===== src/hdl/lcdks_pkg.sv =====
// constants and carrier types for the segment / key-scan pin output block
// assumes a single 20 MHz core clock; no software-visible registers
//
// Functional notes
// - power-on reset or clock stop: every shared pin is a segment pin driven low
// - power-on reset or clock stop: both backplanes held statically low
// - CE reset or halt: segment pins keep waveform, port pins hold their value
// - CE reset or halt: both backplanes keep their normal common waveform
// - key-scan data goes out in slots interleaved with segment frames, 64 keys
// - scan drive only with port select clear, display on and scan enable set
// - display off: segment pins stay low and no scan drive appears
// - in the scan slot each scan pin follows its scan drive register bit
// - key returns are sampled only at scan slot timing
package lcdks_pkg;
   localparam int CLK_MHZ = 20;
   localparam int PHASE_TIME_US = 1000;
   localparam int PHASE_CYC = PHASE_TIME_US * CLK_MHZ;
   localparam int SCAN_TIME_US = 100;
   localparam int SCAN_CYC = SCAN_TIME_US * CLK_MHZ;
   localparam int CNT_W = 16;
   localparam int SEG_PINS = 30;
   localparam int SCAN_PINS = 16;
   localparam int UPPER_PINS = SEG_PINS - SCAN_PINS;
   localparam int RET_PINS = 4;
   localparam logic [1:0] LVL_LOW = 2'h0;
   localparam logic [1:0] LVL_HALF = 2'h1;
   localparam logic [1:0] LVL_HIGH = 2'h2;

   typedef enum logic [2:0] {PH_0, PH_1, PH_2, PH_3, PH_SCAN} lcdks_phase_e;

   typedef struct packed {
      logic valid;
      logic [RET_PINS-1:0] data;
   } lcdks_key_s;
endpackage


===== src/hdl/lcdks_sync.sv =====
// two-flop synchroniser for levels entering the core clock domain
// assumes async active-low reset; first stage feeds only the second
`timescale 1ns/10ps
`default_nettype none
module lcdks_sync #(
   parameter int W = 1
) (
   input wire logic i_clk, // core clock
   input wire logic i_rst_b, // async reset, active low
   input wire logic [W-1:0] i_d, // asynchronous level in
   output logic [W-1:0] o_q // synchronised level out
);
   logic [W-1:0] meta_ff;

   always_ff @(posedge i_clk or negedge i_rst_b) begin
      if (!i_rst_b) begin
         meta_ff <= '0;
         o_q <= '0;
      end else begin
         meta_ff <= i_d;
         o_q <= meta_ff;
      end
   end
endmodule
`default_nettype wire


===== src/hdl/lcdks_top.sv =====
// segment / backplane pin control with time-shared key-scan drive
// assumes control flags and dot data come from core-clock logic;
// key returns are asynchronous pins
`timescale 1ns/10ps
`default_nettype none
module lcdks_top
   import lcdks_pkg::*;
#(
   parameter int PHASE_CYC_P = PHASE_CYC,
   parameter int SCAN_CYC_P = SCAN_CYC
) (
   input wire logic I_CORE_CLK, // 20 MHz core clock
   input wire logic I_RST_B, // power-on reset, active low
   input wire logic I_CLOCK_STOP, // clock-stop condition, level
   input wire logic I_CE_RESET, // CE reset active, level
   input wire logic I_HALT, // halt active, level
   input wire logic I_DISPLAY_ON_FLAG, // display on
   input wire logic I_SCAN_DRIVE_ENABLE_FLAG, // key-scan enable
   input wire logic I_LOW_BANK_PORT_SELECT_FLAG, // low 16 pins as port
   input wire logic [SCAN_PINS-1:0] I_SCAN_DRIVE_REGISTER, // scan / port data
   input wire logic [UPPER_PINS-1:0] I_UPPER_PORT_SELECT, // upper pins as port
   input wire logic [UPPER_PINS-1:0] I_UPPER_PORT_DATA, // upper port data
   input wire logic [SEG_PINS-1:0] I_DOT_A, // dots on backplane 1
   input wire logic [SEG_PINS-1:0] I_DOT_B, // dots on backplane 0
   input wire logic [RET_PINS-1:0] I_KEY_RETURN_INPUTS, // key return pins
   output logic [SEG_PINS-1:0] O_SEG_PIN, // segment / scan / port pins
   output logic [1:0] O_BACKPLANE_0, // backplane 0 level code
   output logic [1:0] O_BACKPLANE_1, // backplane 1 level code
   output logic O_SCAN_SLOT, // scan drive active
   output lcdks_key_s O_KEY // captured key returns
);
   logic rst_b;
   logic [RET_PINS-1:0] ret_sync;
   lcdks_phase_e phase_ff;
   lcdks_phase_e nxt_phase;
   logic [CNT_W-1:0] cnt_ff;
   logic tick;
   logic scan_ok;
   logic freeze;
   logic [SEG_PINS-1:0] port_mask;
   logic [SEG_PINS-1:0] port_data;
   logic [SEG_PINS-1:0] seg_wave;
   logic [SEG_PINS-1:0] nxt_seg;
   logic [1:0] nxt_bp0;
   logic [1:0] nxt_bp1;

   lcdks_sync #(.W(1)) u_rst_sync (
      .i_clk(I_CORE_CLK),
      .i_rst_b(I_RST_B),
      .i_d(1'b1),
      .o_q(rst_b)
   );

   lcdks_sync #(.W(RET_PINS)) u_ret_sync (
      .i_clk(I_CORE_CLK),
      .i_rst_b(rst_b),
      .i_d(I_KEY_RETURN_INPUTS),
      .o_q(ret_sync)
   );

   assign scan_ok = !I_LOW_BANK_PORT_SELECT_FLAG && I_DISPLAY_ON_FLAG &&
                    I_SCAN_DRIVE_ENABLE_FLAG;
   assign freeze = I_CE_RESET || I_HALT;
   assign port_mask = {I_UPPER_PORT_SELECT, {SCAN_PINS{I_LOW_BANK_PORT_SELECT_FLAG}}};
   assign port_data = {I_UPPER_PORT_DATA, I_SCAN_DRIVE_REGISTER};

   // phase timer; scan slot is shorter than a common phase
   always_comb begin
      if (phase_ff == PH_SCAN) begin
         tick = (cnt_ff == CNT_W'(SCAN_CYC_P - 1));
      end else begin
         tick = (cnt_ff == CNT_W'(PHASE_CYC_P - 1));
      end
   end

   always_ff @(posedge I_CORE_CLK or negedge rst_b) begin
      if (!rst_b) begin
         cnt_ff <= '0;
      end else if (I_CLOCK_STOP || tick) begin
         cnt_ff <= '0;
      end else begin
         cnt_ff <= cnt_ff + CNT_W'(1);
      end
   end

   // four common phases, then a scan slot when scan drive is allowed
   always_comb begin
      case (phase_ff)
         PH_0: nxt_phase = PH_1;
         PH_1: nxt_phase = PH_2;
         PH_2: nxt_phase = PH_3;
         PH_3: nxt_phase = scan_ok ? PH_SCAN : PH_0;
         PH_SCAN: nxt_phase = PH_0;
         default: nxt_phase = PH_0;
      endcase
   end

   always_ff @(posedge I_CORE_CLK or negedge rst_b) begin
      if (!rst_b) begin
         phase_ff <= PH_0;
      end else if (I_CLOCK_STOP) begin
         phase_ff <= PH_0;
      end else if (tick) begin
         phase_ff <= nxt_phase;
      end
   end

   // segment low against a driven-high common lights the dot, and vice versa
   always_comb begin
      case (phase_ff)
         PH_0: seg_wave = ~I_DOT_B;
         PH_1: seg_wave = ~I_DOT_A;
         PH_2: seg_wave = I_DOT_B;
         PH_3: seg_wave = I_DOT_A;
         default: seg_wave = '0;
      endcase
   end

   // pin priority: stop, port, display off, scan slot, segment waveform
   always_comb begin
      for (int i = 0; i < SEG_PINS; i++) begin
         if (I_CLOCK_STOP) begin
            nxt_seg[i] = 1'b0;
         end else if (port_mask[i]) begin
            nxt_seg[i] = freeze ? O_SEG_PIN[i] : port_data[i];
         end else if (!I_DISPLAY_ON_FLAG) begin
            nxt_seg[i] = 1'b0;
         end else if (phase_ff == PH_SCAN) begin
            nxt_seg[i] = (i < SCAN_PINS) && scan_ok && port_data[i];
         end else begin
            nxt_seg[i] = seg_wave[i];
         end
      end
   end

   // commons run through CE reset and halt; quarter-period phase offset
   always_comb begin
      nxt_bp0 = LVL_HALF;
      nxt_bp1 = LVL_HALF;
      if (I_CLOCK_STOP) begin
         nxt_bp0 = LVL_LOW;
         nxt_bp1 = LVL_LOW;
      end else begin
         case (phase_ff)
            PH_0: nxt_bp0 = LVL_HIGH;
            PH_1: nxt_bp1 = LVL_HIGH;
            PH_2: nxt_bp0 = LVL_LOW;
            PH_3: nxt_bp1 = LVL_LOW;
            default: nxt_bp0 = LVL_HALF;
         endcase
      end
   end

   always_ff @(posedge I_CORE_CLK or negedge rst_b) begin
      if (!rst_b) begin
         O_SEG_PIN <= '0;
      end else begin
         O_SEG_PIN <= nxt_seg;
      end
   end

   always_ff @(posedge I_CORE_CLK or negedge rst_b) begin
      if (!rst_b) begin
         O_BACKPLANE_0 <= LVL_LOW;
         O_BACKPLANE_1 <= LVL_LOW;
      end else begin
         O_BACKPLANE_0 <= nxt_bp0;
         O_BACKPLANE_1 <= nxt_bp1;
      end
   end

   always_ff @(posedge I_CORE_CLK or negedge rst_b) begin
      if (!rst_b) begin
         O_SCAN_SLOT <= 1'b0;
      end else begin
         O_SCAN_SLOT <= !I_CLOCK_STOP && phase_ff == PH_SCAN && scan_ok;
      end
   end

   // sample at slot end so return lines have settled through the sync
   always_ff @(posedge I_CORE_CLK or negedge rst_b) begin
      if (!rst_b) begin
         O_KEY <= '0;
      end else begin
         O_KEY.valid <= !I_CLOCK_STOP && tick && phase_ff == PH_SCAN && scan_ok;
         if (!I_CLOCK_STOP && tick && phase_ff == PH_SCAN && scan_ok) begin
            O_KEY.data <= ret_sync;
         end
      end
   end
endmodule
`default_nettype wire


===== config.mk =====
export PLATFORM = sky130hd
export DESIGN_NAME = lcdks_top
export DESIGN_NICKNAME = d
export VERILOG_FILES = /design/src/hdl/lcdks_pkg.sv /design/src/hdl/lcdks_sync.sv /design/src/hdl/lcdks_top.sv
export SDC_FILE = /design/constraint.sdc
export NUM_CORES = 1
export LEC_CHECK = 0
export ABC_CLOCK_PERIOD_IN_PS = 3000
export BUFFER_PORTS_ARGS = -buffer_cell sky130_fd_sc_hd__buf_2
export CAP_MARGIN = 10
export CORE_MARGIN = 4
export CORE_UTILIZATION = 46
export CTS_CLUSTER_DIAMETER = 200
export DETAILED_ROUTE_END_ITERATION = 12
export PLACE_DENSITY = 0.77
export SYNTH_ARGS = -nofsm -noshare
export SYNTH_HDL_FRONTEND = slang
export SYNTH_SLANG_ARGS = --single-unit

===== constraint.sdc =====
create_clock -name I_CORE_CLK -period 3 [get_ports I_CORE_CLK]
set_input_delay 0.15 -clock I_CORE_CLK [delete_from_list [all_inputs] [get_ports I_CORE_CLK]]
set_output_delay 0.15 -clock I_CORE_CLK [all_outputs]
set_load 0.01 [all_outputs]

[Word-level counts from Yosys, hierarchy flattened]
Index checks and enable logic that the tools add are counted.
Word-level totals
  register bits after elaboration: 69
  bits of input ports: 116
  output and inout bits: 40
Operators by class
  add/sub/neg operators: 1
  equal/unequal tests: 21
  muxes and demuxes: 161
  bitwise gates (word level): 2
  reductions and logical operators: 29
Operator list (count)
  $mux W1: 151
  $pmux W30 S4: 1
  $not A30 Y30: 2
  $ne A3 B3 Y1 const B: 15
  $logic_and A1 B1 Y1: 23
  $add A16 B1 Y16 const B: 1
  $eq A16 B11 Y1 const B: 1
  $eq A16 B15 Y1 const B: 1
  $mux W16: 1
  $pmux W3 S4: 1
  $mux W3: 3
  $pmux W2 S2: 2
  $eq A3 B2 Y1 const B: 2
  $mux W2: 2
  $eq A3 B1 Y1 const B: 1
  $eq A3 B3 Y1 const B: 1
  $logic_not A3 Y1: 1
  $logic_not A1 Y1: 2
  $logic_or A1 B1 Y1: 2
  $reduce_bool A2 Y1: 1

[Logic depth before layout (Yosys ltp)]
Gate-level depths: netlist (run 1).
  depth in word-level cells: 8
  mapped depth: 6
  gate-level depth less buffers: 5

[By module]
A second synthesis (run 1) with hierarchy kept.
Second synthesis, totals
  cell total of the unflattened synthesis: 350
  area, all modules: 3629.7 µm²
Modules (own cells, without submodules)
  lcdks_top: instances 1, cells an instance 340, area an instance 3379.5 µm²
  lcdks_sync at u_ret_sync: instances 1, cells an instance 8, area an instance 200.2 µm²
  lcdks_sync at u_rst_sync: instances 1, cells an instance 2, area an instance 50.0 µm²

[Worst setup path after synthesis (run 1)]
Ideal clock, no wire load.
  path kind: reg2reg
  from: reg cnt_ff[5]
  to: reg O_KEY[0] (netlist name)
  arrival: 2246 ps
  required time: 2875 ps
  slack: 630 ps
  stages on the path, launching flop included: 5
  path buffers: 0
  clock period less this slack: 2370 ps
  cell sequence: dfrtp_1 or4_1 or4b_4 nor4_4 mux2_2
Between the ends
  cells in the longest elaborated chain, start to end: 5
Ends and longest elaborated chain
  from (decl): RTL line lcdks_top.sv:36  | logic [CNT_W-1:0] cnt_ff;
  from (signal assigned): RTL line lcdks_top.sv:82  | cnt_ff <= cnt_ff + CNT_W'(1);
  $eq A16 B15 Y1 or $eq A16 B11 Y1 (tied branches): RTL line lcdks_top.sv:72, lcdks_top.sv:70
  $mux W1 (*): RTL line lcdks_top.sv:69  | if (phase_ff == PH_SCAN) begin
  $logic_and A1 B1 Y1 (*) (3 in a row): RTL line lcdks_top.sv:186  | if (!I_CLOCK_STOP && tick && phase_ff == PH_SCAN && scan_ok) begin
  to (decl): RTL line lcdks_top.sv:30  | output lcdks_key_s O_KEY
Mark *: on every way between the ends. The rest lies on a longest branch, timed or not.
A chain may end at the register's enable or synchronous reset.

[Worst setup path after layout (run 1)]
Same ends and word-level chain as after synthesis.

==> impl_results.md, run 1 <==
- Outcome: completed
- Number of flops mapped to enable cells by yosys: 0
- Setup crit start kind: flop
- CTS clk-pin slew, worst paths: 0.07 ns
- Syn avg cell area: 10.3 µm²
- Pint: 0.00164 W
- Seq/Total Area, Yosys: 47.0%
- Netlist cell types: 38
- Maximum vdd drop: 0.199 mV
- Sequential Area: 1730 µm²
- Synth Area in Adders: 0.340%
- Async SR Flop Fraction: 100%
- Cells after Synth: 357
- Slowest stage delay, CP: 0.60 ns
- Clock Skew: 0.00907 ns
- Clock network fraction of total power: 39.5%
- First-pass GRT wire length: 15600 µm
- CTS Sinks: 69
- Layout Cells excl Fill: 624
- Crit path kind: flop to flop
- CTS Buf Count: 9
- Nets: 634
- CP max-delay cell: or4b_4
- Crit Path Max Fanout: 7
- P per Cell Area: 447 nW/µm²
- Die width: 97.4 µm
- Ports: 156
- Max Clock Freq: 0.394 GHz
- DIE AREA: 9480 µm²
- Worst path required time: 3.22 ns
- Core box area: 7770 µm²
- Routed wire length: 9280 µm
- Post-synthesis compound-gate area fraction: 11.4%
- Crit end category: flop
- Synth warnings: 0
- Post-synthesis cell area: 3670 µm²
- Antenna Nets Post-Route: 0
- Final Hold Violating Endpoints: 0
- Detailed placement HPWL: 6920 µm
- Register bit total from synthesis: 69
- Lkg Pwr: 2.38 nW
- Arr. time, crit path: 2.76 ns
- Cells along the critical path: or4_1 > or4b_4 > nor4_4 > mux2_2
- Number of global-route vias before repair: 3389
- WL/cell: 14.9 µm
- Port bufs: 155
- Commonest non-fill, non-tap cell in the layout: buf_2
- DIE HEIGHT: 97.4 µm
- Final min period: 2.54 ns
- Syn nets: 474
- Post-Synth Simple-Gate Area: 15.3%
- Final setup fails: 0
- Max Cap Viol: 0
- Net Sw Frac: 24.5%
- Largest net degree at the start of global routing: 41
- Final Power: 0.00217 W
- Fill count: 647
- Antenna violations before repair: 0
- Initial Util: 47.3%
- Most frequent cells in the layout: 155 x buf_2, 66 x dfrtp_1, 36 x xor2_1
- Initial DRC Count: 186
- Slew Viols, Final: 0
- Post-synthesis xor/xnor area fraction: 9.30%
- Post-route DRC violation count: 0
- Combinational share of power: 14.7%
- Vias: 3264
- RSZ-0062 raised after global routing: no
- Rel. slew slack: 28.8%
- H-tree levels: 3
- Switching pwr: 0.000533 W
- Flop pwr share: 45.8%
- CTS tree: done
- Fin util: 62.5%
- Drt first pass iters: 5
- Setup TNS: 0 ns
- Cells after DPL: 603
- Worst min path class: input pin to flop
- Global route total overflow: 0
- Main combinational cell family by area after synthesis: simple AND/OR/NAND/NOR gates
- # diodes: 0
- Bufs on Longest Clock Path: 2
- Area delta synth->final: 32.1%
- Share of cells above drive strength 1: 39.3%
- DR vias/cell: 5.23
- Final RePlAce weighted congestion: 0.951
- Crit path max-delay family: simple AND/OR/NAND/NOR gates
- Mux cell area share after synthesis: 14.2%
- All-Layer GR Usage: 19.8%
- Post-CTS sizing: 0
- FP Rows: 32
- Clk Latency, worst-skew pair: 0.34 ns
- Period utilisation layout: 84.5%
- CP bufs+invs: 0
- CTS Root Cell: clkbuf_8
- Area of the multi-input gates: 1860 µm²
- Synth Flop Type: dfrtp_1
- Worst slew pin tran: 1.06 ns
## per-layer routing
layer  up-vias  routed length, µm  track usage, %
li1       1590                  -               -
met1      1529               3790            23.9
met5         -                  0               0
met3         9                771            5.24
met2       136               4590            34.2
met4         0                129            6.82
## what timing repair did
item / CTS / global route
endpoints found under the hold margin: 6 / 0
hold buffers: 5 / 0
buffers inserted: 0 / 0
## layout make-up
cell class,instances,area share [%]
clock inverters,5,1.70
clock buffers,11,3.12
inverters,4,0.309
multi-input cells,265,38.3
flip-flops and latches,69,35.7
repair buffers,168,18.3
well taps,102,2.63
## path summary, 6_finish.rpt
kind	from	endpoint	slack, ns	cells past startpoint
min in group asynchronous	I_RST_B	u_rst_sync.o_q	0.13	2
max reg2reg	cnt_ff[5]	O_KEY[0]	0.46	4
max in group asynchronous	u_rst_sync.o_q	phase_ff[1]	1.96	1
max	cnt_ff[5]	O_KEY[0]	0.46	4
min reg2reg	u_rst_sync.o_q	cnt_ff[10]	0.31	0
min	I_UPPER_PORT_SELECT[12]	O_SEG_PIN[28]	0.09	3
## synthesized netlist by cell type (3+ instances only)
library cell / number / share of area (%)
nand3_1: 5 / 0.68
clkbuf_1: 15 / 1.5
buf_1: 3 / 0.31
nand2b_1: 5 / 0.85
xor2_1: 36 / 8.6
mux2_2: 18 / 5.5
mux2i_1: 32 / 8.7
nand2_1: 26 / 2.7
xnor2_1: 3 / 0.72
nor3_1: 14 / 1.9
dfrtp_1: 69 / 47
and2_1: 3 / 0.51
a22oi_1: 30 / 6.1
a211oi_1: 5 / 1.0
or3_1: 3 / 0.51
nand4_1: 6 / 1.0
nor2_1: 34 / 3.5
inv_1: 4 / 0.41
or4_1: 4 / 0.82
o21ai_0: 21 / 2.9
## cell families (layout without fill, tap and decap cells)
group / after synthesis / count (layout)
AO/OA/AOI/OAI: 63 / 63
XOR/XNOR: 39 / 39
adder cells (fa/ha/maj): 1 / 1
buffers and inverters: 23 / 188
flip-flops: 69 / 69
multiplexers: 50 / 50
other: 1 / 1
AND/OR/NAND/NOR: 111 / 111
## power groups by stage
stage | Clock (W) | Sequential [W] | Combinational (W)
floorplan | 0 | 0.00103 | 0.000154
global placement | 0 | 0.00101 | 0.000308
detailed placement | 0 | 0.00101 | 0.000316
CTS | 0.000876 | 0.000995 | 0.000322
global route | 0.000922 | 0.00100 | 0.000355
finish | 0.000858 | 0.000994 | 0.000318
## state kept, by name, summed over array words and instances (netlist names)
name                flops
O_BACKPLANE_0           2
O_BACKPLANE_1           2
O_KEY                   5
O_SCAN_SLOT             1
O_SEG_PIN              30
cnt_ff                 16
phase_ff                3
u_ret_sync.meta_ff      4
u_ret_sync.o_q          4
u_rst_sync.meta_ff      1
u_rst_sync.o_q          1
## worst register-to-register path: stages, from the launching register on
cell,delay [ns]
dfrtp_1,0.45
or4_1,0.55
or4b_4,0.60
nor4_4,0.44
mux2_2,0.38
## stage by stage
| stage | area [µm²] | hold WS (ns) | setup slack [ns] |
|---|---|---|---|
| floorplan | 3670 | -0.146 | 0.630 |
| global placement | 4570 | -0.0613 | 0.544 |
| detailed placement | 4570 | -0.0588 | 0.486 |
| CTS | 4850 | 0.0764 | 0.464 |
| global route | 4850 | 0.0877 | 0.368 |
| finish | 4850 | 0.0858 | 0.465 |
Note: power is estimated with default switching activity, not from simulation.
==> run 2, diff against run 1 <==
Settings changed: ABC_CLOCK_PERIOD_IN_PS 3000 to 2600.
Clock period 3 ns to 2.6 ns, I/O delays scaled along.
==> run 2 against run 1 <==
Non-clock buffer count grew 3. Worst hold slack lost 0.023 ns. Sequential share of layout area shrank 0.12 points. Global-route usage grew 0.50 points. Clock skew grew 0.0069 ns.
==> impl_results.md, run 2 (synthesized netlist as in run 1, its figures left out) <==
- Nets: 637
- Cells after DPL: 606
- DIE HEIGHT: 97.4 µm
- Vias: 3319
- Crit path max-delay family: simple AND/OR/NAND/NOR gates
- Final min period: 2.45 ns
- Commonest non-fill, non-tap cell in the layout: buf_2
- DIE AREA: 9480 µm²
- Area delta synth->final: 32.5%
- Max Cap Viol: 0
- FP Rows: 32
- All-Layer GR Usage: 20.3%
- Number of global-route vias before repair: 3333
- Setup crit start kind: flop
- Final setup fails: 0
- Die width: 97.4 µm
- CTS Sinks: 69
- Max reg flops: 30
- Period utilisation layout: 94.2%
- Layout Cells excl Fill: 627
- Largest net degree at the start of global routing: 68
- Max Clock Freq: 0.408 GHz
- Worst hold slack: 0.0629 ns
- Crit Path Max Fanout: 5
- Slowest stage delay, CP: 0.60 ns
- WL/cell: 15.2 µm
- Global route total overflow: 0
- # diodes: 0
- R2R Setup Slk: 0.15 ns
- Clock Skew: 0.0160 ns
- Antenna Nets Post-Route: 0
- Worst path required time: 2.83 ns
- DR vias/cell: 5.29
- Ports: 156
- Final Hold Violating Endpoints: 0
- First-pass GRT wire length: 15900 µm
- Clk Latency, worst-skew pair: 0.35 ns
- CTS Buf Count: 9
- Rel. slew slack: 46.2%
- Crit path kind: flop to flop
- Biggest register: O_SEG_PIN
- Worst min path class: input pin to flop
- CTS tree: done
- Final RePlAce weighted congestion: 0.915
- Share of cells above drive strength 1: 39.6%
- Post-route DRC violation count: 0
- Regs by FF count: O_SEG_PIN: 30 flops, cnt_ff: 16 flops, O_KEY: 5 flops
- CP bufs+invs: 0
- RSZ-0062 raised after global routing: no
- Core box area: 7770 µm²
- Maximum vdd drop: 0.305 mV
- CTS clk-pin slew, worst paths: 0.08 ns
- Lkg Pwr: 2.40 nW
- Port bufs: 155
- Area after DPL: 4590 µm²
- Outcome: completed
- Worst slew pin tran: 0.807 ns
- Fin util: 62.7%
- Initial Util: 47.3%
- Bufs on Longest Clock Path: 2
- Detailed placement HPWL: 6990 µm
- Most frequent cells in the layout: 155 x buf_2, 66 x dfrtp_1, 36 x xor2_1
- Drt first pass iters: 4
- P per Cell Area: 515 nW/µm²
- Setup TNS: 0 ns
- Initial DRC Count: 145
- Slew Viols, Final: 0
- Crit end category: flop
- CP max-delay cell: or4b_4
- Antenna violations before repair: 0
- Cells along the critical path: or4_1 > or4b_4 > nor4_4 > mux2_2
- H-tree levels: 3
- Final instance area: 4870 µm²
- Routed wire length: 9500 µm
- CTS Root Cell: clkbuf_8
- Arr. time, crit path: 2.68 ns
-- run 2: cell type report --
cell class | instances | area, µm²
clock inverter | 7 | 104
tap | 102 | 128
clock buffer | 9 | 124
fill | 658 | 2900
inverter | 4 | 15.0
sequential | 69 | 1730
multi-input combinational | 265 | 1860
timing repair buffer | 171 | 908
-- run 2: tightest hold or removal path, cell delays in order --
cell     delay (ns)
buf_2          0.09
a22oi_1        0.07
nor2_1         0.08
-- run 2: worst paths after layout --
kind	cells past startpoint	endpoint	from
setup reg to reg	4	O_KEY[2]	cnt_ff[12]
min in group asynchronous	2	u_rst_sync.meta_ff	I_RST_B
max in group asynchronous	1	phase_ff[0]	u_rst_sync.o_q
hold reg to reg	0	u_ret_sync.o_q[3]	u_ret_sync.meta_ff[3]
setup / recovery	4	O_KEY[2]	cnt_ff[12]
hold / removal	3	O_SEG_PIN[21]	I_UPPER_PORT_SELECT[5]
-- run 2: timing repair --
item	4_1_cts	5_1_grt
setup buffers	0	0
hold buffers	5	0
endpoints found under the hold margin	6	0
resized for setup	0	0
-- run 2: through the flow --
step,setup WS [ns],total power (W)
2_1_floorplan,0.230,0.00136
3_3_place_gp,0.243,0.00152
3_5_place_dp,0.157,0.00154
4_1_cts,0.147,0.00254
5_1_grt,0.0827,0.00264
6_report,0.150,0.00251
-- run 2: layer usage --
metal	GRT usage, %	wire (µm)	up-vias
met4	5.64	126	0
met3	4.88	696	11
met2	36.2	4860	138
li1	-	-	1604
met1	24.4	3820	1566
met5	0	0	-
-- run 2: where the power goes --
group	leakage (nW)	switching [W]	internal, W	total (W)
Clock	0.115	0.000440	0.000553	0.000994
Combinational	1.37	0.000197	0.000183	0.000379
Sequential	0.915	0.0000205	0.00112	0.00114
Total	2.40	0.000657	0.00185	0.00251
